### config.mk
export PLATFORM = sky130hd
export DESIGN_NAME = usc_top
export DESIGN_NICKNAME = d
export VERILOG_FILES = /design/src/rtl/usc_pkg.sv /design/src/rtl/usc_top.sv /design/src/rtl/usc_baud_gen.sv /design/src/rtl/usc_xck_sync.sv
export VERILOG_INCLUDE_DIRS = /design/src /design/src/rtl
export SDC_FILE = /design/constraint.sdc
export NUM_CORES = 1
export LEC_CHECK = 0
export ABC_AREA = 1
export BUFFER_PORTS_ARGS = -buffer_cell sky130_fd_sc_hd__buf_2
export CAP_MARGIN = 40
export CORE_UTILIZATION = 59
export DETAILED_ROUTE_END_ITERATION = 12
export HOLD_SLACK_MARGIN = 0.03
export PLACE_DENSITY_LB_ADDON = 0.08
export SLEW_MARGIN = 20
export SYNTH_ARGS = -nofsm -noshare
export SYNTH_HDL_FRONTEND = slang
export SYNTH_SLANG_ARGS = --single-unit
### constraint.sdc
create_clock -name core_clk -period 3.5 [get_ports core_clk]
set_clock_uncertainty 0.2 [all_clocks]
set_input_delay 0.175 -clock core_clk [delete_from_list [all_inputs] [get_ports core_clk]]
set_output_delay 0.175 -clock core_clk [all_outputs]
set_load 0.02 [all_outputs]
### src/rtl/usc_params.svh
// Constants for the serial port clock and frame block: offsets, field
// positions, reset values and clock ratios.
// Assumes inclusion by bare name from the design files.
`ifndef USC_PARAMS_SVH
`define USC_PARAMS_SVH

// ==================================================
// Register byte offsets
`define USC_OFF_DATA 8'h00
`define USC_OFF_CSA 8'h04
`define USC_OFF_CSB 8'h08
`define USC_OFF_CSC 8'h0c
`define USC_OFF_BAUD_LO 8'h10
`define USC_OFF_BAUD_HI 8'h14
`define USC_OFF_XDIR 8'h18

// ==================================================
// Field positions, control and status A
`define USC_A_RXC 7
`define USC_A_TXC 6
`define USC_A_TXE 5
`define USC_A_FE 4
`define USC_A_PE 2
`define USC_A_DBL 1
// Control and status B
`define USC_B_RXEN 4
`define USC_B_TXEN 3
`define USC_B_CSZ2 2
`define USC_B_RX9 1
`define USC_B_TX9 0
// Control and status C
`define USC_C_SYNC 6
`define USC_C_PM_HI 5
`define USC_C_PM_LO 4
`define USC_C_SBS 3
`define USC_C_CSZ_HI 2
`define USC_C_CSZ_LO 1
`define USC_C_CPOL 0

// ==================================================
// Reset values
`define USC_RST_A 8'h20
`define USC_RST_B 8'h00
`define USC_RST_C 8'h06
`define USC_RST_DIV 12'h000

// ==================================================
// Ticks per bit and codes
`define USC_OVS_NORMAL 5'd16
`define USC_OVS_DOUBLE 5'd8
`define USC_OVS_SYNC 5'd2
`define USC_CSZ_NINE 3'd7
`define USC_PM_EVEN 2'b10
`define USC_PM_ODD 2'b11
`define USC_RESP_OKAY 2'b00
`define USC_RESP_SLVERR 2'b10

`endif

### src/rtl/usc_pkg.sv
// Types shared by the serial port clock and frame block.
// Assumes nothing of its surroundings.
package usc_pkg;

  // ==================================================
  // Receiver states
  typedef enum logic [1:0] {RX_IDLE, RX_START, RX_BITS} usc_rx_e;

  // ==================================================
  // Decoded frame format, shared by both directions
  typedef struct packed {
    logic sync;
    logic cpol;
    logic par_en;
    logic par_odd;
    logic two_stop;
    logic [3:0] nbits;
  } usc_fmt_s;

  // Transfer clock edge events, one cycle each
  typedef struct packed {
    logic rise;
    logic fall;
  } usc_edge_s;

endpackage

### src/rtl/usc_top.sv
// Serial port clock generation and frame engine with AXI4-Lite registers.
// Assumes a single core_clk; serial inputs synchronous to it.
//
// Our own choices: register access over AXI4-Lite and the register addresses.
`timescale 1ns/1ns
`include "usc_params.svh"
module usc_top #(
  parameter int ADDR_W = 8,
  parameter int DIV_W = 12
) (
  // Clock and reset
  input wire logic core_clk,
  input wire logic rst_b,
  // AXI4-Lite write address and data
  input wire logic [ADDR_W-1:0] s_axi_awaddr,
  input wire logic s_axi_awvalid,
  output logic s_axi_awready,
  input wire logic [31:0] s_axi_wdata,
  input wire logic [3:0] s_axi_wstrb,
  input wire logic s_axi_wvalid,
  output logic s_axi_wready,
  // AXI4-Lite write response
  output logic [1:0] s_axi_bresp,
  output logic s_axi_bvalid,
  input wire logic s_axi_bready,
  // AXI4-Lite read
  input wire logic [ADDR_W-1:0] s_axi_araddr,
  input wire logic s_axi_arvalid,
  output logic s_axi_arready,
  output logic [31:0] s_axi_rdata,
  output logic [1:0] s_axi_rresp,
  output logic s_axi_rvalid,
  input wire logic s_axi_rready,
  // Serial lines
  input wire logic rxd,
  output logic txd,
  // Transfer clock pin
  input wire logic xck_i,
  output logic xck_o,
  output logic xck_oe
);

  // ==================================================
  // Register state
  // Named copy so that single reset bits can be selected from it
  localparam logic [7:0] RST_A = `USC_RST_A;
  logic dbl_q, txc_q, rxc_q, fe_q, pe_q;
  logic rxen_q, txen_q, csz2_q, rx9_q, tx9_q;
  logic [7:0] csc_q;
  logic [DIV_W-1:0] div_q;
  logic xdir_q;
  logic [7:0] rxbuf_q;
  logic [8:0] txb_q;
  logic txb_full_q;

  // Bus channel state
  logic aw_hold_q, w_hold_q, bvalid_q, rvalid_q;
  logic [ADDR_W-1:0] aw_addr_q;
  logic [7:0] w_byte_q;
  logic w_lane_q;
  logic [1:0] bresp_q, rresp_q;
  logic [31:0] rdata_q;

  // ==================================================
  // Write channel acceptance, either order
  assign s_axi_awready = !aw_hold_q && !bvalid_q;
  assign s_axi_wready = !w_hold_q && !bvalid_q;

  logic wr_fire, rd_fire;
  assign wr_fire = aw_hold_q && w_hold_q && !bvalid_q;
  assign rd_fire = s_axi_arvalid && !rvalid_q;
  assign s_axi_arready = !rvalid_q;

  // Write decode; byte lane 0 carries every register
  logic wr_en, sel_data, sel_a, sel_b, sel_c, sel_lo, sel_hi, sel_x, wr_hit;
  assign wr_en = wr_fire && w_lane_q;
  assign sel_data = wr_en && (aw_addr_q == `USC_OFF_DATA);
  assign sel_a = wr_en && (aw_addr_q == `USC_OFF_CSA);
  assign sel_b = wr_en && (aw_addr_q == `USC_OFF_CSB);
  assign sel_c = wr_en && (aw_addr_q == `USC_OFF_CSC);
  assign sel_lo = wr_en && (aw_addr_q == `USC_OFF_BAUD_LO);
  assign sel_hi = wr_en && (aw_addr_q == `USC_OFF_BAUD_HI);
  assign sel_x = wr_en && (aw_addr_q == `USC_OFF_XDIR);
  assign wr_hit = (aw_addr_q == `USC_OFF_DATA) || (aw_addr_q == `USC_OFF_CSA)
    || (aw_addr_q == `USC_OFF_CSB) || (aw_addr_q == `USC_OFF_CSC)
    || (aw_addr_q == `USC_OFF_BAUD_LO) || (aw_addr_q == `USC_OFF_BAUD_HI)
    || (aw_addr_q == `USC_OFF_XDIR);

  // Bus handshake registers
  always_ff @(posedge core_clk or negedge rst_b) begin
    if (!rst_b) begin
      aw_hold_q <= 1'b0;
      w_hold_q <= 1'b0;
      bvalid_q <= 1'b0;
      aw_addr_q <= '0;
      w_byte_q <= 8'h00;
      w_lane_q <= 1'b0;
      bresp_q <= `USC_RESP_OKAY;
    end else begin
      if (s_axi_awvalid && s_axi_awready) begin
        aw_hold_q <= 1'b1;
        aw_addr_q <= s_axi_awaddr;
      end
      if (s_axi_wvalid && s_axi_wready) begin
        w_hold_q <= 1'b1;
        w_byte_q <= s_axi_wdata[7:0];
        w_lane_q <= s_axi_wstrb[0];
      end
      if (wr_fire) begin
        aw_hold_q <= 1'b0;
        w_hold_q <= 1'b0;
        bvalid_q <= 1'b1;
        bresp_q <= wr_hit ? `USC_RESP_OKAY : `USC_RESP_SLVERR;
      end else if (bvalid_q && s_axi_bready) begin
        bvalid_q <= 1'b0;
      end
    end
  end
  assign s_axi_bvalid = bvalid_q;
  assign s_axi_bresp = bresp_q;

  // ==================================================
  // Read data multiplexer
  logic [7:0] rd_a, rd_b;
  logic [31:0] rd_word;
  logic rd_hit, rd_data;
  always_comb begin
    rd_a = 8'h00;
    rd_a[`USC_A_RXC] = rxc_q;
    rd_a[`USC_A_TXC] = txc_q;
    rd_a[`USC_A_TXE] = !txb_full_q;
    rd_a[`USC_A_FE] = fe_q;
    rd_a[`USC_A_PE] = pe_q;
    rd_a[`USC_A_DBL] = dbl_q;
    rd_b = 8'h00;
    rd_b[`USC_B_RXEN] = rxen_q;
    rd_b[`USC_B_TXEN] = txen_q;
    rd_b[`USC_B_CSZ2] = csz2_q;
    rd_b[`USC_B_RX9] = rx9_q;
    rd_b[`USC_B_TX9] = tx9_q;
  end
  assign rd_data = (s_axi_araddr == `USC_OFF_DATA);
  assign rd_hit = rd_data || (s_axi_araddr == `USC_OFF_CSA)
    || (s_axi_araddr == `USC_OFF_CSB) || (s_axi_araddr == `USC_OFF_CSC)
    || (s_axi_araddr == `USC_OFF_BAUD_LO) || (s_axi_araddr == `USC_OFF_BAUD_HI)
    || (s_axi_araddr == `USC_OFF_XDIR);
  always_comb begin
    rd_word = 32'h0000_0000;
    if (rd_data) begin
      rd_word[7:0] = rxbuf_q;
    end else if (s_axi_araddr == `USC_OFF_CSA) begin
      rd_word[7:0] = rd_a;
    end else if (s_axi_araddr == `USC_OFF_CSB) begin
      rd_word[7:0] = rd_b;
    end else if (s_axi_araddr == `USC_OFF_CSC) begin
      rd_word[7:0] = csc_q;
    end else if (s_axi_araddr == `USC_OFF_BAUD_LO) begin
      rd_word[7:0] = div_q[7:0];
    end else if (s_axi_araddr == `USC_OFF_BAUD_HI) begin
      rd_word[DIV_W-9:0] = div_q[DIV_W-1:8];
    end else if (s_axi_araddr == `USC_OFF_XDIR) begin
      rd_word[0] = xdir_q;
    end
  end

  // Read channel; data read pops the receive flag
  always_ff @(posedge core_clk or negedge rst_b) begin
    if (!rst_b) begin
      rvalid_q <= 1'b0;
      rdata_q <= 32'h0000_0000;
      rresp_q <= `USC_RESP_OKAY;
    end else if (rd_fire) begin
      rvalid_q <= 1'b1;
      rdata_q <= rd_word;
      rresp_q <= rd_hit ? `USC_RESP_OKAY : `USC_RESP_SLVERR;
    end else if (rvalid_q && s_axi_rready) begin
      rvalid_q <= 1'b0;
    end
  end
  assign s_axi_rvalid = rvalid_q;
  assign s_axi_rdata = rdata_q;
  assign s_axi_rresp = rresp_q;

  // ==================================================
  // Frame format decode
  usc_pkg::usc_fmt_s fmt;
  logic [2:0] csz;
  assign csz = {csz2_q, csc_q[`USC_C_CSZ_HI:`USC_C_CSZ_LO]};
  assign fmt.sync = csc_q[`USC_C_SYNC];
  assign fmt.cpol = csc_q[`USC_C_CPOL];
  assign fmt.par_en = (csc_q[`USC_C_PM_HI:`USC_C_PM_LO] == `USC_PM_EVEN)
    || (csc_q[`USC_C_PM_HI:`USC_C_PM_LO] == `USC_PM_ODD);
  assign fmt.par_odd = (csc_q[`USC_C_PM_HI:`USC_C_PM_LO] == `USC_PM_ODD);
  assign fmt.two_stop = csc_q[`USC_C_SBS];
  // Size 7 is nine bits; 4 to 6 fall back to eight
  assign fmt.nbits = (csz == `USC_CSZ_NINE) ? 4'd9 : (csz[2] ? 4'd8 : {2'b01, csz[1:0]} + 4'd1);

  // ==================================================
  // Baud generator and transfer clock
  logic tick, dbl_eff, master, slave;
  logic [4:0] ovs, pre_q;
  usc_pkg::usc_edge_s sedge, xedge;

  // Twelve bit divisor from two registers
  usc_baud_gen #(.DIV_W(DIV_W)) u_baud (
    .core_clk(core_clk),
    .rst_b(rst_b),
    .divisor(div_q),
    .reload(sel_lo),
    .tick(tick)
  );

  usc_xck_sync u_xsync (
    .core_clk(core_clk),
    .rst_b(rst_b),
    .xck_i(xck_i),
    .edges(sedge)
  );

  // Double speed ignored in sync mode
  assign dbl_eff = dbl_q && !fmt.sync;
  // Pin direction picks master or slave
  assign master = fmt.sync && xdir_q;
  assign slave = fmt.sync && !xdir_q;
  assign ovs = fmt.sync ? `USC_OVS_SYNC : (dbl_eff ? `USC_OVS_DOUBLE : `USC_OVS_NORMAL);

  // Tick prescaler; in master mode its low bit is the clock
  always_ff @(posedge core_clk or negedge rst_b) begin
    if (!rst_b) begin
      pre_q <= 5'd0;
    end else if (tick) begin
      pre_q <= (pre_q >= ovs - 5'd1) ? 5'd0 : pre_q + 5'd1;
    end
  end

  // Drive the pin only as master
  assign xck_oe = master;
  assign xck_o = master & pre_q[0];
  assign xedge.rise = master ? (tick && !pre_q[0]) : (slave && sedge.rise);
  assign xedge.fall = master ? (tick && pre_q[0]) : (slave && sedge.fall);

  logic chg_evt, smp_evt, tx_step;
  assign chg_evt = fmt.cpol ? xedge.fall : xedge.rise;
  assign smp_evt = fmt.cpol ? xedge.rise : xedge.fall;
  assign tx_step = fmt.sync ? chg_evt : (tick && pre_q == ovs - 5'd1);

  // ==================================================
  // Transmitter
  logic [12:0] tx_sh_q, tx_frame;
  logic [3:0] tx_left_q, tx_total;
  logic tx_busy_q, tx_load, tx_end;

  always_comb begin
    tx_frame = 13'h1fff;
    tx_frame[0] = 1'b0;
    for (int i = 0; i < 9; i++) begin
      if (i < int'(fmt.nbits)) begin
        tx_frame[i+1] = txb_q[i];
      end
    end
    if (fmt.par_en) begin
      tx_frame[fmt.nbits+4'd1] = ^(txb_q & ~(9'h1ff << fmt.nbits)) ^ fmt.par_odd;
    end
  end
  assign tx_total = 4'd2 + fmt.nbits + {3'd0, fmt.par_en} + {3'd0, fmt.two_stop};
  assign tx_end = tx_step && tx_busy_q && (tx_left_q == 4'd1);
  assign tx_load = tx_step && (!tx_busy_q || tx_left_q == 4'd1) && txb_full_q && txen_q;

  // Back to back frames or idle high
  always_ff @(posedge core_clk or negedge rst_b) begin
    if (!rst_b) begin
      tx_busy_q <= 1'b0;
      tx_sh_q <= 13'h1fff;
      tx_left_q <= 4'd0;
    end else if (tx_load) begin
      tx_busy_q <= 1'b1;
      tx_sh_q <= tx_frame;
      tx_left_q <= tx_total;
    end else if (tx_end) begin
      tx_busy_q <= 1'b0;
    end else if (tx_step && tx_busy_q) begin
      tx_sh_q <= {1'b1, tx_sh_q[12:1]};
      tx_left_q <= tx_left_q - 4'd1;
    end
  end
  assign txd = tx_busy_q ? tx_sh_q[0] : 1'b1;

  // ==================================================
  // Receiver
  usc_pkg::usc_rx_e rx_st_q;
  logic [4:0] rx_ph_q;
  logic [3:0] rx_idx_q;
  logic [8:0] rx_dat_q;
  logic rx_pbad_q, rx_samp, rx_done, rx_fe;
  logic [8:0] rx_dat_d;

  // Sample count follows the ticks-per-bit setting
  assign rx_samp = (rx_st_q == usc_pkg::RX_BITS)
    && (fmt.sync ? smp_evt : (tick && rx_ph_q == ovs - 5'd1));
  // Only the first stop bit is checked
  assign rx_done = rx_samp && (rx_idx_q == fmt.nbits + {3'd0, fmt.par_en});
  assign rx_fe = !rxd;
  always_comb begin
    rx_dat_d = rx_dat_q;
    if (rx_idx_q < 4'd9) begin
      rx_dat_d[rx_idx_q] = rxd;
    end
  end

  always_ff @(posedge core_clk or negedge rst_b) begin
    if (!rst_b) begin
      rx_st_q <= usc_pkg::RX_IDLE;
      rx_ph_q <= 5'd0;
      rx_idx_q <= 4'd0;
      rx_dat_q <= 9'h000;
      rx_pbad_q <= 1'b0;
    end else begin
      case (rx_st_q)
        usc_pkg::RX_IDLE: begin
          rx_ph_q <= 5'd0;
          rx_idx_q <= 4'd0;
          rx_dat_q <= 9'h000;
          if (rxen_q && !rxd) begin
            if (fmt.sync && smp_evt) begin
              rx_st_q <= usc_pkg::RX_BITS;
            end else if (!fmt.sync && tick) begin
              rx_st_q <= usc_pkg::RX_START;
            end
          end
        end
        usc_pkg::RX_START: begin
          // Half a bit later the start bit must still be low
          if (tick) begin
            rx_ph_q <= rx_ph_q + 5'd1;
            if (rx_ph_q == (ovs >> 1) - 5'd1) begin
              rx_ph_q <= 5'd0;
              rx_st_q <= rxd ? usc_pkg::RX_IDLE : usc_pkg::RX_BITS;
            end
          end
        end
        usc_pkg::RX_BITS: begin
          if (tick) begin
            rx_ph_q <= (rx_ph_q == ovs - 5'd1) ? 5'd0 : rx_ph_q + 5'd1;
          end
          if (rx_samp) begin
            rx_idx_q <= rx_idx_q + 4'd1;
            if (rx_idx_q < fmt.nbits) begin
              rx_dat_q <= rx_dat_d;
            end else if (!rx_done) begin
              rx_pbad_q <= (^rx_dat_q) ^ fmt.par_odd ^ rxd;
            end
          end
          if (rx_done || !rxen_q) begin
            rx_st_q <= usc_pkg::RX_IDLE;
          end
        end
        default: rx_st_q <= usc_pkg::RX_IDLE;
      endcase
    end
  end

  // ==================================================
  // Control registers and flags
  always_ff @(posedge core_clk or negedge rst_b) begin
    if (!rst_b) begin
      dbl_q <= RST_A[`USC_A_DBL];
      {rxen_q, txen_q, csz2_q, tx9_q} <= 4'h0;
      csc_q <= `USC_RST_C;
      div_q <= `USC_RST_DIV;
      xdir_q <= 1'b0;
      txb_q <= 9'h000;
      txb_full_q <= 1'b0;
    end else begin
      if (sel_a) dbl_q <= w_byte_q[`USC_A_DBL];
      if (sel_b) begin
        rxen_q <= w_byte_q[`USC_B_RXEN];
        txen_q <= w_byte_q[`USC_B_TXEN];
        csz2_q <= w_byte_q[`USC_B_CSZ2];
        tx9_q <= w_byte_q[`USC_B_TX9];
      end
      if (sel_c) csc_q <= w_byte_q;
      if (sel_lo) div_q[7:0] <= w_byte_q;
      if (sel_hi) div_q[DIV_W-1:8] <= w_byte_q[DIV_W-9:0];
      if (sel_x) xdir_q <= w_byte_q[0];
      // A write to a full buffer is dropped
      if (tx_load) begin
        txb_full_q <= 1'b0;
      end else if (sel_data && !txb_full_q) begin
        txb_full_q <= 1'b1;
        txb_q <= {tx9_q, w_byte_q};
      end
    end
  end

  // Completion flags; a set beats a clear
  always_ff @(posedge core_clk or negedge rst_b) begin
    if (!rst_b) begin
      txc_q <= RST_A[`USC_A_TXC];
      rxc_q <= RST_A[`USC_A_RXC];
      fe_q <= 1'b0;
      pe_q <= 1'b0;
      rx9_q <= 1'b0;
      rxbuf_q <= 8'h00;
    end else begin
      if (tx_end && !tx_load) begin
        txc_q <= 1'b1;
      end else if (sel_a && w_byte_q[`USC_A_TXC]) begin
        txc_q <= 1'b0;
      end
      if (rx_done) begin
        rxc_q <= 1'b1;
        rxbuf_q <= rx_dat_q[7:0];
        rx9_q <= rx_dat_q[8];
        fe_q <= rx_fe;
        pe_q <= fmt.par_en && rx_pbad_q;
      end else if (rd_fire && rd_data) begin
        rxc_q <= 1'b0;
      end
    end
  end

endmodule

### src/rtl/usc_baud_gen.sv
// Baud down-counter giving one tick per divisor+1 clocks.
// Assumes divisor is stable except around a reload pulse.
`timescale 1ns/1ns
module usc_baud_gen #(
  parameter int DIV_W = 12
) (
  // Clock and reset
  input wire logic core_clk,
  input wire logic rst_b,
  // Control
  input wire logic [DIV_W-1:0] divisor,
  input wire logic reload,
  // Tick out
  output logic tick
);

  logic [DIV_W-1:0] cnt_q;
  logic [DIV_W-1:0] cnt_d;

  // ==================================================
  // Reload at zero or low write
  assign tick = (cnt_q == '0);
  assign cnt_d = (reload || tick) ? divisor : cnt_q - 1'b1;

  always_ff @(posedge core_clk or negedge rst_b) begin
    if (!rst_b) begin
      cnt_q <= '0;
    end else begin
      cnt_q <= cnt_d;
    end
  end

endmodule

### src/rtl/usc_xck_sync.sv
// Synchroniser and edge detector for an external transfer clock.
// Assumes the clock is below a quarter of core_clk.
`timescale 1ns/1ns
module usc_xck_sync (
  // Clock and reset
  input wire logic core_clk,
  input wire logic rst_b,
  // Pin in
  input wire logic xck_i,
  // Edge events
  output usc_pkg::usc_edge_s edges
);

  logic meta_q;
  logic sync_q;
  logic prev_q;

  // ==================================================
  // Synchroniser then edge detector
  always_ff @(posedge core_clk or negedge rst_b) begin
    if (!rst_b) begin
      meta_q <= 1'b0;
      sync_q <= 1'b0;
      prev_q <= 1'b0;
    end else begin
      meta_q <= xck_i;
      sync_q <= meta_q;
      prev_q <= sync_q;
    end
  end

  // Only the second stage and its delayed copy are compared
  assign edges.rise = sync_q & ~prev_q;
  assign edges.fall = ~sync_q & prev_q;

endmodule

# Word level (Yosys, flattened, before mapping)
# Index checks and enable logic that the tools add are counted.
# word_totals
reg_bits,141
latchBits,0
mem_bits_rw,0
mem_bits_ro,0
inputBits,61
output_inout_bits,44
elab_cells,291
mem_count,0
# classes
add_sub_neg,13
multipliers,0
n_div,0
order_cmp,16
eq_ne,32
shifts,1
mux,81
n_bitwise,13
reduce_logical,95
# op_table
cell,n
2-to-1 mux 13 bit,4
== test 8 x 5 -> 1 bit (second input constant),6
logical AND 1 bit,43
2-to-1 mux 1 bit,36
2-to-1 mux 5 bit,7
== test 8 x 4 -> 1 bit (second input constant),4
2-to-1 mux 4 bit,8
2-to-1 mux 8 bit,4
2-to-1 mux 9 bit,3
nonzero test 2 bit,10
2-to-1 mux 2 bit,9
one-hot mux 9 bit (2 select lines),1
XOR reduction 9 bit,2
== test 8 x 3 -> 1 bit (second input constant),2
zero test 8 bit,2
logical OR 1 bit,16
< comparator 3 x 4 -> 1 bit (first input constant),4
== test 5 bit,3
one-hot mux 5 bit (3 select lines),1
bitwise mux 13 bit,1
adder 4 x 1 -> 4 bit,3
zero test 1 bit,12
zero test 12 bit,1
2-to-1 mux 12 bit,1
other kinds (41),68

# Longest topological paths before layout
# Gate-level depths: netlist of the first run.
# depth
ltp_word,14
ltp_mapped,17
depth_no_buf,16

# Hierarchy
# From an unflattened synthesis of the first run, not the netlist that was laid out.
# hier_totals
cells_unflattened,989
hier_area_um2,7867.5
# by_module_without_submodules
module,instances,cells_each,area_each_um2
usc_top,1,875,6969.2
usc_baud_gen,1,107,808.3
usc_xck_sync,1,7,90.1

# Least setup slack after synthesis of the first run
# No wires, ideal clock.
# synth_timing
kind,reg-to-reg
startpoint,register csc_q[1]
endpoint,register rx_pbad_q
setup_time_ns,0.118
arrival_ns,2.236
required_ns,3.182
path_slack_ns,0.946
stages_incl_launch_ff,13
path_buffers,1
cell_sequence,dfstp_2 -> ha_1 -> nand2_1 -> inv_1 -> ha_1 -> xnor2_1 -> xor2_1 -> nand3_1 -> nor2_1 -> nand3_4 -> buf_2 -> nand4_1 -> nand2_1
# synth_via
elab_chain_len,8
# synth_lines
item,line_no,text
start: declaration,usc_top.sv:49,logic [7:0] csc_q;
start signal: assignment,usc_top.sv:368,csc_q <= `USC_RST_C;
start signal: assignment,usc_top.sv:381,if (sel_c) csc_q <= w_byte_q;
adder 3 x 1 -> 4 bit,usc_top.sv:196,"assign fmt.nbits = (csz == `USC_CSZ_NINE) ? 4'd9 : (csz[2] ? 4'd8 : {2'b01, csz[1:0]} + 4'd1);"
2-to-1 mux 4 bit,usc_top.sv:196,
2-to-1 mux 4 bit (*),usc_top.sv:196,
adder 4 x 1 -> 4 bit,usc_top.sv:301,"assign rx_done = rx_samp && (rx_idx_q == fmt.nbits + {3'd0, fmt.par_en});"
== test 4 bit,usc_top.sv:301,
logical AND 1 bit,usc_top.sv:301,
inverter 1 bit (no line),--,
AND reduction 4 bit (no line) (*),--,
end signal: assignment,usc_top.sv:350,rx_pbad_q <= (^rx_dat_q) ^ fmt.par_odd ^ rxd;
end: declaration,usc_top.sv:294,"logic rx_pbad_q, rx_samp, rx_done, rx_fe;"
# Every way passes the cells marked *; elsewhere a longest branch is shown, timed or not.
# A chain may end at the register's enable or synchronous reset.

# Final worst setup path of the first run
# layout_timing
startpoint,register csc_q[1]
endpoint,register rx_st_q[0]
# layout_via
elab_chain_len,9
# layout_lines
item,line_no,text
adder 3 x 1 -> 4 bit,usc_top.sv:196,
2-to-1 mux 4 bit,usc_top.sv:196,
2-to-1 mux 4 bit (*),usc_top.sv:196,
adder 4 x 1 -> 4 bit (*),usc_top.sv:301,
== test 4 bit (*),usc_top.sv:301,
logical AND 1 bit (*),usc_top.sv:301,
logical OR 1 bit (*),usc_top.sv:353,if (rx_done || !rxen_q) begin
!= test 2 x 1 -> 1 bit (no line) (*),--,
AND reduction 5 bit (no line) (*),--,
end signal: assignment,usc_top.sv:312,rx_st_q <= usc_pkg::RX_IDLE;
end signal: assignment,usc_top.sv:354,rx_st_q <= usc_pkg::RX_IDLE;
end signal: assignment,usc_top.sv:357,default: rx_st_q <= usc_pkg::RX_IDLE;
end: declaration,usc_top.sv:290,usc_pkg::usc_rx_e rx_st_q;
# Marked as above.

==> flow_summary.ini, run 1 <==
[drt]
drt_first_pass_iters = 9
drc = 1
detail_route.wl_per_cell_um = 14.4
via_per_inst = 5.23
drtIter0Drc = 527
ant_nets = 0
vias = 6757
wl_mm = 18.6

[worst_setup_path]
cp.required_ns = 3.61
worst_setup_path_start_kind = flop
slowest_delay_ns = 0.61
crit_fanout = 26
critPathMostFrequentCell = nand2_1
crit_path_top_delay_cell = dfstp_2
cp-end-kind = flop
crit_chain = ha_1 > nand2_1 > inv_1 > ha_1 > xnor2_1 > xor2_1 > nand3_1 > nor2_1 > nand3_4 > nand2_1 > nand2_1 > nand2_1 > nand2_1
path_class = reg -> reg
arrival_ns = 3.12

[floorplan]
floorplan.rows = 42
dieArea_um2 = 14000
ios = 105
fp.dieW_um = 118
initial_core_util_pct = 60.5
core_area_um2 = 13200
die_h_um = 118

[placed_design]
io_buffer_count = 51
place_congestion = 0.868
pre_cts_ws_ns = 0.512
dp_hpwl_mm = 13.3

[cts]
htree_levels = 4
numCtsBuffers = 17
tritoncts = done
root_buffer = clkbuf_16
clock_sinks = 139
insertion_delay_ns = 0.42
ctsLongestPathBuffers = 2
cts.clk_slew.worst_paths_ns = 0.06
cts_resized = 0

[power_and_ir_drop]
power_density_nw_per_um2 = 569
leakagePower_nw = 4.63
irDropWorstVdd_uv = 520

[worst_hold_path]
hold_path_class = in -> reg

[synth]
yosysTopAreaCellShare_pct = 38.9
synth_top_area_cell = dfrtp_1
ys.flop_type = dfrtp_1
avgSynthCellArea_um2 = 7.78
synth_area_leaders = dfrtp_1 39%, nand2_1 14%, inv_1 5.9%
synthCells = 1025
ys_ff_latch = 139
yosys.cell_types.count = 50
netlist_area_um2 = 7980
synth-edff-count = 0
ys_async_sr_fraction_pct = 100
yosysSeqAreaShare_pct = 43.8
yosysWarningCount = 0

[grt]
grt_max_degree = 69
grt.total_usage_pct = 28.7
grt_antenna_before_repair = 0
grt_pass1_vias = 6408
grt_pass1_wl_mm = 31.3
overflow = 0

[timing]
fin_crit_ns = 3.01
final.setup.tns_ns = 0
fmax_ghz = 0.332
hold_viol_final = 0
finalSetupViolations = 0
fin_ws_ns = 0.491
finalMaxSlewViolations = 0
rsz0062_at_grt = no
relSlewSlack_pct = 52.2
worstMarginPinSlew_ns = 0.718
fin_crit_sh_pct = 86.0

[job]
drv_cap = 0

[finish]
seq_area_um2 = 3500
layout-drive-gt1-share_pct = 12.8
nFillCells = 1084
syn_to_final_growth_pct = 14.9
nets = 1192
final_cell_mix = 290 x nand2_1, 125 x inv_1, 124 x dfrtp_1, 79 x nor2_1, 71 x o21ai_0
final_common_cell = nand2_1
multi_input_area_um2 = 3770
num_antenna_cells = 0

[outcome]
violations = DRC
status = complete, but fails checks
## layer usage
metal,track usage [%],wire (µm),up-vias
li1,-,-,3390
met1,38.2,8590,3144
met2,46.3,8630,197
met3,6.61,1100,26
met4,9.29,325,0
met5,0,0,-
## kinds of logic (layout without fill, tap and decap cells)
| family | after synthesis | count (layout) | share of synthesized area (%) |
|---|---|---|---|
| multiplexers | 6 | 6 | 0.847 |
| adder cells (fa/ha/maj) | 28 | 28 | 4.49 |
| flip-flops | 139 | 139 | 43.8 |
| AO/OA/AOI/OAI | 151 | 151 | 10.5 |
| buffers and inverters | 176 | 242 | 10.0 |
| other | 2 | 27 | 0.0941 |
| AND/OR/NAND/NOR | 491 | 491 | 26.7 |
| XOR/XNOR | 32 | 32 | 3.51 |
## synth_stat cells, drive strengths merged (3+ instances only)
cell / number
buf: 36
nand4: 11
inv: 127
o21ai: 85
nor2: 88
dfstp: 15
clkbuf: 10
mux2: 6
xnor2: 16
nor3: 21
dfrtp: 124
nor4: 4
ha: 27
nand3: 59
nand2: 304
xor2: 16
a21oi: 42
clkinv: 3
o211ai: 12
o22ai: 3
## critical path, delay by kind of cell (launching register included)
family / cells / cell delay (ns)
XOR/XNOR: 2 / 0.37
buffers and inverters: 1 / 0.09
AND/OR/NAND/NOR: 8 / 1.11
adder cells (fa/ha/maj): 2 / 0.50
flip-flops: 1 / 0.61
## final timing paths
kind,from,to,slack (ns),depth (start not counted)
setup / recovery,csc_q[1],rx_st_q[0],0.49,13
hold / removal,s_axi_awvalid,aw_hold_q,0.08,3
min in group asynchronous,rst_b,u_baud.cnt_q[1],0.11,3
setup reg to reg,csc_q[1],rx_st_q[0],0.49,13
hold reg to reg,u_xsync.meta_q,u_xsync.sync_q,0.16,0
max in group asynchronous,rst_b,rxbuf_q[1],2.62,3
## sequential cells by signal (all words and copies together) (netlist names), 4 cells and up
signal	flops
tx_sh_q	13
div_q	12
u_baud.cnt_q	12
rx_dat_q	9
txb_q	9
aw_addr_q	8
csc_q	8
rxbuf_q	8
s_axi_rdata	8
w_byte_q	8
pre_q	5
rx_ph_q	5
rx_idx_q	4
tx_left_q	4
## what timing repair did
action | CTS | global route
hold buffers | 24 | 0
hold endpoints to repair | 162 | 0
endpoints found under the setup margin | 0 | 0
setup buffers | 0 | 0
## cell type report
| class | count | share of cell area [%] |
|---|---|---|
| multi-input combinational | 735 | 41.2 |
| sequential | 139 | 38.1 |
| timing repair buffer | 80 | 6.34 |
| clock buffer | 27 | 5.70 |
| inverter | 130 | 5.39 |
| tap | 176 | 2.40 |
| clock inverter | 5 | 0.873 |
## stage by stage
stage	total power, mW	hold WS, ns	util, %	cell area [µm²]	std cells
3_3_place_gp	3.34	0.0838	62.8	8290	1235
6_report	5.22	0.0838	69.5	9170	1292
3_5_place_dp	3.38	-0.128	63.1	8320	1236
4_1_cts	5.23	0.0920	69.5	9170	1292
2_1_floorplan	3.02	-0.321	-	8070	1050
5_1_grt	5.51	0.121	69.5	9170	1292
## where the power goes
part	switching [mW]	leakage (nW)	total, mW	internal (mW)
clock	0.655	0.290	1.82	1.16
combinational	0.842	2.58	1.29	0.444
sequential	0.213	1.75	2.11	1.90
Note: power is estimated with default switching activity, not from simulation.
==> run 2: changes to the inputs <==
Settings changed: GPL_TIMING_DRIVEN set to 0.
==> run 2 against run 1 <==
Fmax up 4.5%. Largest power group unchanged. The flow now finishes without violations. Total power rose by 0.73%. Clock power is 2% lower. Core utilization is 2.0 points higher. Wire length is 2.5% higher. Highest routed layer unchanged. Clock-buffer cell count is 2 lower. Via count increased by 3.6%. Final area grew 2.9%. Final cell count up 3.5%. Sequential power hardly changed. Worst hold slack got worse by 0.057 ns. Global-route usage up 0.30 points.
==> flow_summary.ini, run 2 (synthesis gave the netlist of run 1 again) <==
[grt]
grt_pass1_vias = 6473
grt_max_degree = 99
grt.total_usage_pct = 29.0
overflow = 0
grt_antenna_before_repair = 0
grt_pass1_wl_mm = 31.9

[drt]
via_per_inst = 5.24
vias = 7002
drt_first_pass_iters = 5
drc = 0
detail_route.wl_per_cell_um = 14.3
wl_mm = 19.1
ant_nets = 0
drtIter0Drc = 615

[placed_design]
dp_hpwl_mm = 13.7
pre_cts_ws_ns = 0.654
io_buffer_count = 51
place_congestion = 0.860

[cts]
root_buffer = clkbuf_16
htree_levels = 4
postCtsSetupBuffers = 0
clock_sinks = 139
ctsLongestPathBuffers = 2
hold_buffers = 26
numCtsBuffers = 17
cts.clk_slew.worst_paths_ns = 0.06
tritoncts = done
insertion_delay_ns = 0.42
cts_resized = 0

[job]
drv_cap = 0

[finish]
multi_input_area_um2 = 3770
top_register = tx_sh_q
largest_reg_flops = 13
nets = 1237
seq_area_um2 = 3500
num_antenna_cells = 0
layout-drive-gt1-share_pct = 15.1
final_common_cell = nand2_1
top_regs = tx_sh_q x13, div_q x12, u_baud.cnt_q x12
syn_to_final_growth_pct = 18.3
final_cell_mix = 290 x nand2_1, 125 x inv_1, 124 x dfrtp_1, 79 x nor2_1, 71 x o21ai_0
nFillCells = 1109

[power_and_ir_drop]
power_density_nw_per_um2 = 557
irDropWorstVdd_uv = 529
leakagePower_nw = 4.81

[worst_setup_path]
cp-startpoint = csc_q[1]
path_class = reg -> reg
reg2reg_from = csc_q[1]
arrival_ns = 2.99
cp.required_ns = 3.61
rr_worst_depth = 12
cp-end-kind = flop
worst_setup_path_start_kind = flop
crit_fanout = 10

[timing]
fin_crit_sh_pct = 82.2
fin_crit_ns = 2.88
worstMarginPinSlew_ns = 0.701
final.setup.tns_ns = 0
finalSetupViolations = 0
hold_viol_final = 0
rsz0062_at_grt = no
finalMaxSlewViolations = 0
relSlewSlack_pct = 53.2
fmax_ghz = 0.347
fin_ws_ns = 0.621

[floorplan]
core_area_um2 = 13200
dieArea_um2 = 14000
floorplan.rows = 42
ios = 105
die_h_um = 118
fp.dieW_um = 118
initial_core_util_pct = 60.5

[outcome]
status = finished clean

[worst_hold_path]
hold_path_class = in -> async
## run 2: cell types whose count changed in the layout (fill, tap and decap cells not counted), sizes merged
cell / before / now
buf: 57 / 88
clkbuf: 27 / 35
clkinv: 4 / 7
dlygate4sd3: 23 / 26
clkdlybuf4s15: 0 / 1
clkinvlp: 2 / 1
## run 2: power breakdown
part	switching, mW	internal [mW]	total, mW
clock	0.661	1.12	1.78
sequential	0.225	1.90	2.13
combinational	0.867	0.484	1.35
total	1.75	3.50	5.25
## run 2: critical path, cell delays in order (launching register included)
cell     delay (ns)
dfstp_2        0.64
ha_1           0.29
nand2_1        0.22
inv_1          0.10
ha_1           0.22
xnor2_1        0.16
xor2_1         0.16
nand3_1        0.08
nor2_1         0.18
nand3_4        0.14
buf_2          0.21
nand4_1        0.10
nand2_1        0.05
## run 2: per-stage QoR
stage | util [%] | power [mW] | area, µm² | cells | hold slack, ns
finish | 71.6 | 5.25 | 9440 | 1337 | 0.0269
global route | 71.6 | 5.53 | 9440 | 1337 | 0.0663
CTS | 71.6 | 5.25 | 9440 | 1337 | 0.0372
detailed placement | 65.2 | 3.42 | 8600 | 1279 | -0.120
global placement | 64.8 | 3.37 | 8550 | 1277 | 0.0844
floorplan | - | 3.02 | 8070 | 1050 | -0.321
## run 2: path summary, 6_finish.rpt
path,to,slack [ns]
min in group core_clk,w_byte_q[3],0.09
worst min-delay path,u_baud.cnt_q[1],0.03
worst max-delay path,rx_pbad_q,0.62
worst min register to register,u_xsync.sync_q,0.15
max in group asynchronous,csc_q[1],2.27
worst max register to register,rx_pbad_q,0.62
## run 2: area by class of cell
class                   count  share of cell area (%)
inverters                 130                    5.24
clock buffers              25                    5.25
multi-input cells         735                    40.0
flip-flops and latches    139                    37.0
clock inverters             7                   0.928
plain buffers              46                    3.25
repair buffers             79                    5.98
well taps                 176                    2.33
## run 2: per-layer routing
layer / part of all wire, % / GRT usage (%) / wire [µm]
met1: 45 / 40.1 / 8670
met2: 47 / 46.3 / 9030
met3: 5.5 / 4.49 / 1040
met4: 1.9 / 10.3 / 369
met5: 0 / 0 / 0
==> run 3: changes to the inputs <==
Settings changed: CORE_UTILIZATION 59 to 53.
Clock period 3.5 ns to 2.4 ns, I/O delays scaled along.
==> run 3 against run 2 <==
The run now ends with setup timing left. Combinational power up 68%. Final area is 6.5% higher. Worst setup slack got worse by 0.73 ns. Sequential share of layout area decreased by 2.3 points.
==> flow_summary.ini, run 3 (synthesis gave the netlist of run 1 again) <==
[floorplan]
ios = 105
die_h_um = 125
dieArea_um2 = 15500
initial_core_util_pct = 54.7
floorplan.rows = 44
fp.dieW_um = 125
core_area_um2 = 14600

[drt]
drtIter0Drc = 526
ant_nets = 0
vias = 7149
dr_wl_met3_mm = 1.06
via_per_inst = 5.18
highest_layer = met4
drc = 0
met2_length_mm = 9.74
wl_mm = 20.5
drt_first_pass_iters = 5
routedLengthMet1_mm = 9.36
detail_route.wl_per_cell_um = 14.9

[power_and_ir_drop]
leakagePower_nw = 5.03
irDropWorstVdd_uv = 839
p_int_mw = 5.31
swShare_pct = 33.8
clkPwrFrac_pct = 33.0
power_mw = 8.02
power_density_nw_per_um2 = 798
pwr-share-comb_pct = 28.3
seq_power_share_pct = 38.7
power.switching_mw = 2.71

[timing]
finalSetupViolations = 14
relSlewSlack_pct = 57.9
fin_ws_ns = -0.107
rsz0062_at_grt = yes
finalMaxSlewViolations = 0
worstMarginPinSlew_ns = 0.630
fin_crit_sh_pct = 104
hold_viol_final = 0
hold_ws_ns = 0.0458
fmax_ghz = 0.399
fin_crit_ns = 2.51

[worst_setup_path]
cp-end-kind = flop
arrival_ns = 2.62
worst_setup_path_start_kind = flop
cp_num_buf_inv = 2
critPathMostFrequentCell = ha_4
crit_chain = nand2_2 > o21ai_4 > inv_2 > ha_4 > ha_4 > xnor2_2 > xor2_1 > nand3_1 > nor2_4 > nand3_4 > buf_2 > nand2_1 > o21ai_1
slowest_delay_ns = 0.64
cp.required_ns = 2.51
path_class = reg -> reg
crit_path_top_delay_cell = dfstp_2
cpLargestDelayFamily = flip-flops
crit_fanout = 5

[cts]
ctsLongestPathBuffers = 2
root_buffer = clkbuf_16
tritoncts = done
numCtsBuffers = 17
insertion_delay_ns = 0.43
htree_levels = 4
clock_sinks = 139
cts.clk_slew.worst_paths_ns = 0.06

[outcome]
status = complete, but fails checks
violations = setup timing

[grt]
grt_pass1_wl_mm = 33.3
grt_max_degree = 74
grt_antenna_before_repair = 0
grt.total_usage_pct = 27.1
grt_pass1_vias = 6588
overflow = 0

[worst_hold_path]
hold_path_class = in -> async

[placed_design]
io_buffer_count = 51
dp_hpwl_mm = 14.2
place_congestion = 0.895
placed_area_um2 = 8650
pre_cts_ws_ns = -0.276

[job]
drv_cap = 0

[finish]
top_register = tx_sh_q
nets = 1273
layout-drive-gt1-share_pct = 21.7
final_cell_mix = 273 x nand2_1, 123 x dfrtp_1, 117 x inv_1, 75 x nor2_1, 71 x o21ai_0
num_antenna_cells = 0
syn_to_final_growth_pct = 26.1
largest_reg_flops = 13
final_common_cell = nand2_1
postLayoutCellArea_um2 = 10100
top_regs = tx_sh_q x13, div_q x12, u_baud.cnt_q x12
run 3: worst paths after layout:
kind	cells after the start	to	startpoint	slack, ns
setup / recovery	13	pe_q	csc_q[1]	-0.11
hold reg to reg	0	u_xsync.sync_q	u_xsync.meta_q	0.16
hold / removal	2	u_baud.cnt_q[2]	rst_b	0.05
setup reg to reg	13	pe_q	csc_q[1]	-0.11
min in group core_clk	6	s_axi_rresp[1]	s_axi_araddr[4]	0.05
max in group asynchronous	3	tx_sh_q[8]	rst_b	1.20
run 3: layout make-up:
| type | count | area (µm²) |
|---|---|---|
| plain buffers | 46 | 335 |
| clock buffers | 22 | 484 |
| clock inverters | 10 | 115 |
| fillers | 1209 | 4530 |
| inverters | 130 | 500 |
| multi-input cells | 736 | 4040 |
| flip-flops and latches | 139 | 3500 |
| well taps | 184 | 230 |
| repair buffers | 114 | 855 |
run 3: routing by layer:
| metal | vias to the layer above | track usage [%] |
|---|---|---|
| met5 | - | 0 |
| met2 | 211 | 43.1 |
| met3 | 27 | 5.54 |
| li1 | 3551 | - |
| met4 | 0 | 8.15 |
| met1 | 3360 | 37.2 |
run 3: power groups by stage:
| stage | registers, mW | logic (mW) | clock network [mW] |
|---|---|---|---|
| after floorplan | 3.07 | 1.36 | 0 |
| after global placement | 3.12 | 1.84 | 0 |
| after detailed placement | 3.12 | 1.90 | 0 |
| after CTS | 3.08 | 2.10 | 2.68 |
| after global routing | 3.15 | 2.53 | 2.78 |
| final | 3.10 | 2.27 | 2.65 |
run 3: timing repair:
item	4_1_cts	5_1_grt
resized for setup	16	51
gates cloned	2	2
hold buffers	30	0
pin swaps	7	24
setup buffers	12	16
endpoints found under the setup margin	44	49
hold endpoints to repair	152	0
run 3: worst register-to-register path: stages, from the launching register on:
cell	delay [ns]
dfstp_2	0.64
nand2_2	0.10
o21ai_4	0.07
inv_2	0.07
ha_4	0.17
ha_4	0.16
xnor2_2	0.13
xor2_1	0.17
nand3_1	0.12
nor2_4	0.13
nand3_4	0.13
buf_2	0.19
nand2_1	0.06
o21ai_1	0.06
run 3: metrics by stage:
step	std cells	util (%)	TNS (ns)
after floorplan	1050	-	0
after global placement	1285	59.0	-132.39
after detailed placement	1287	59.3	-7.88
after CTS	1363	66.6	-1.16
after global routing	1381	68.9	-4.43
final	1381	68.9	-1.18
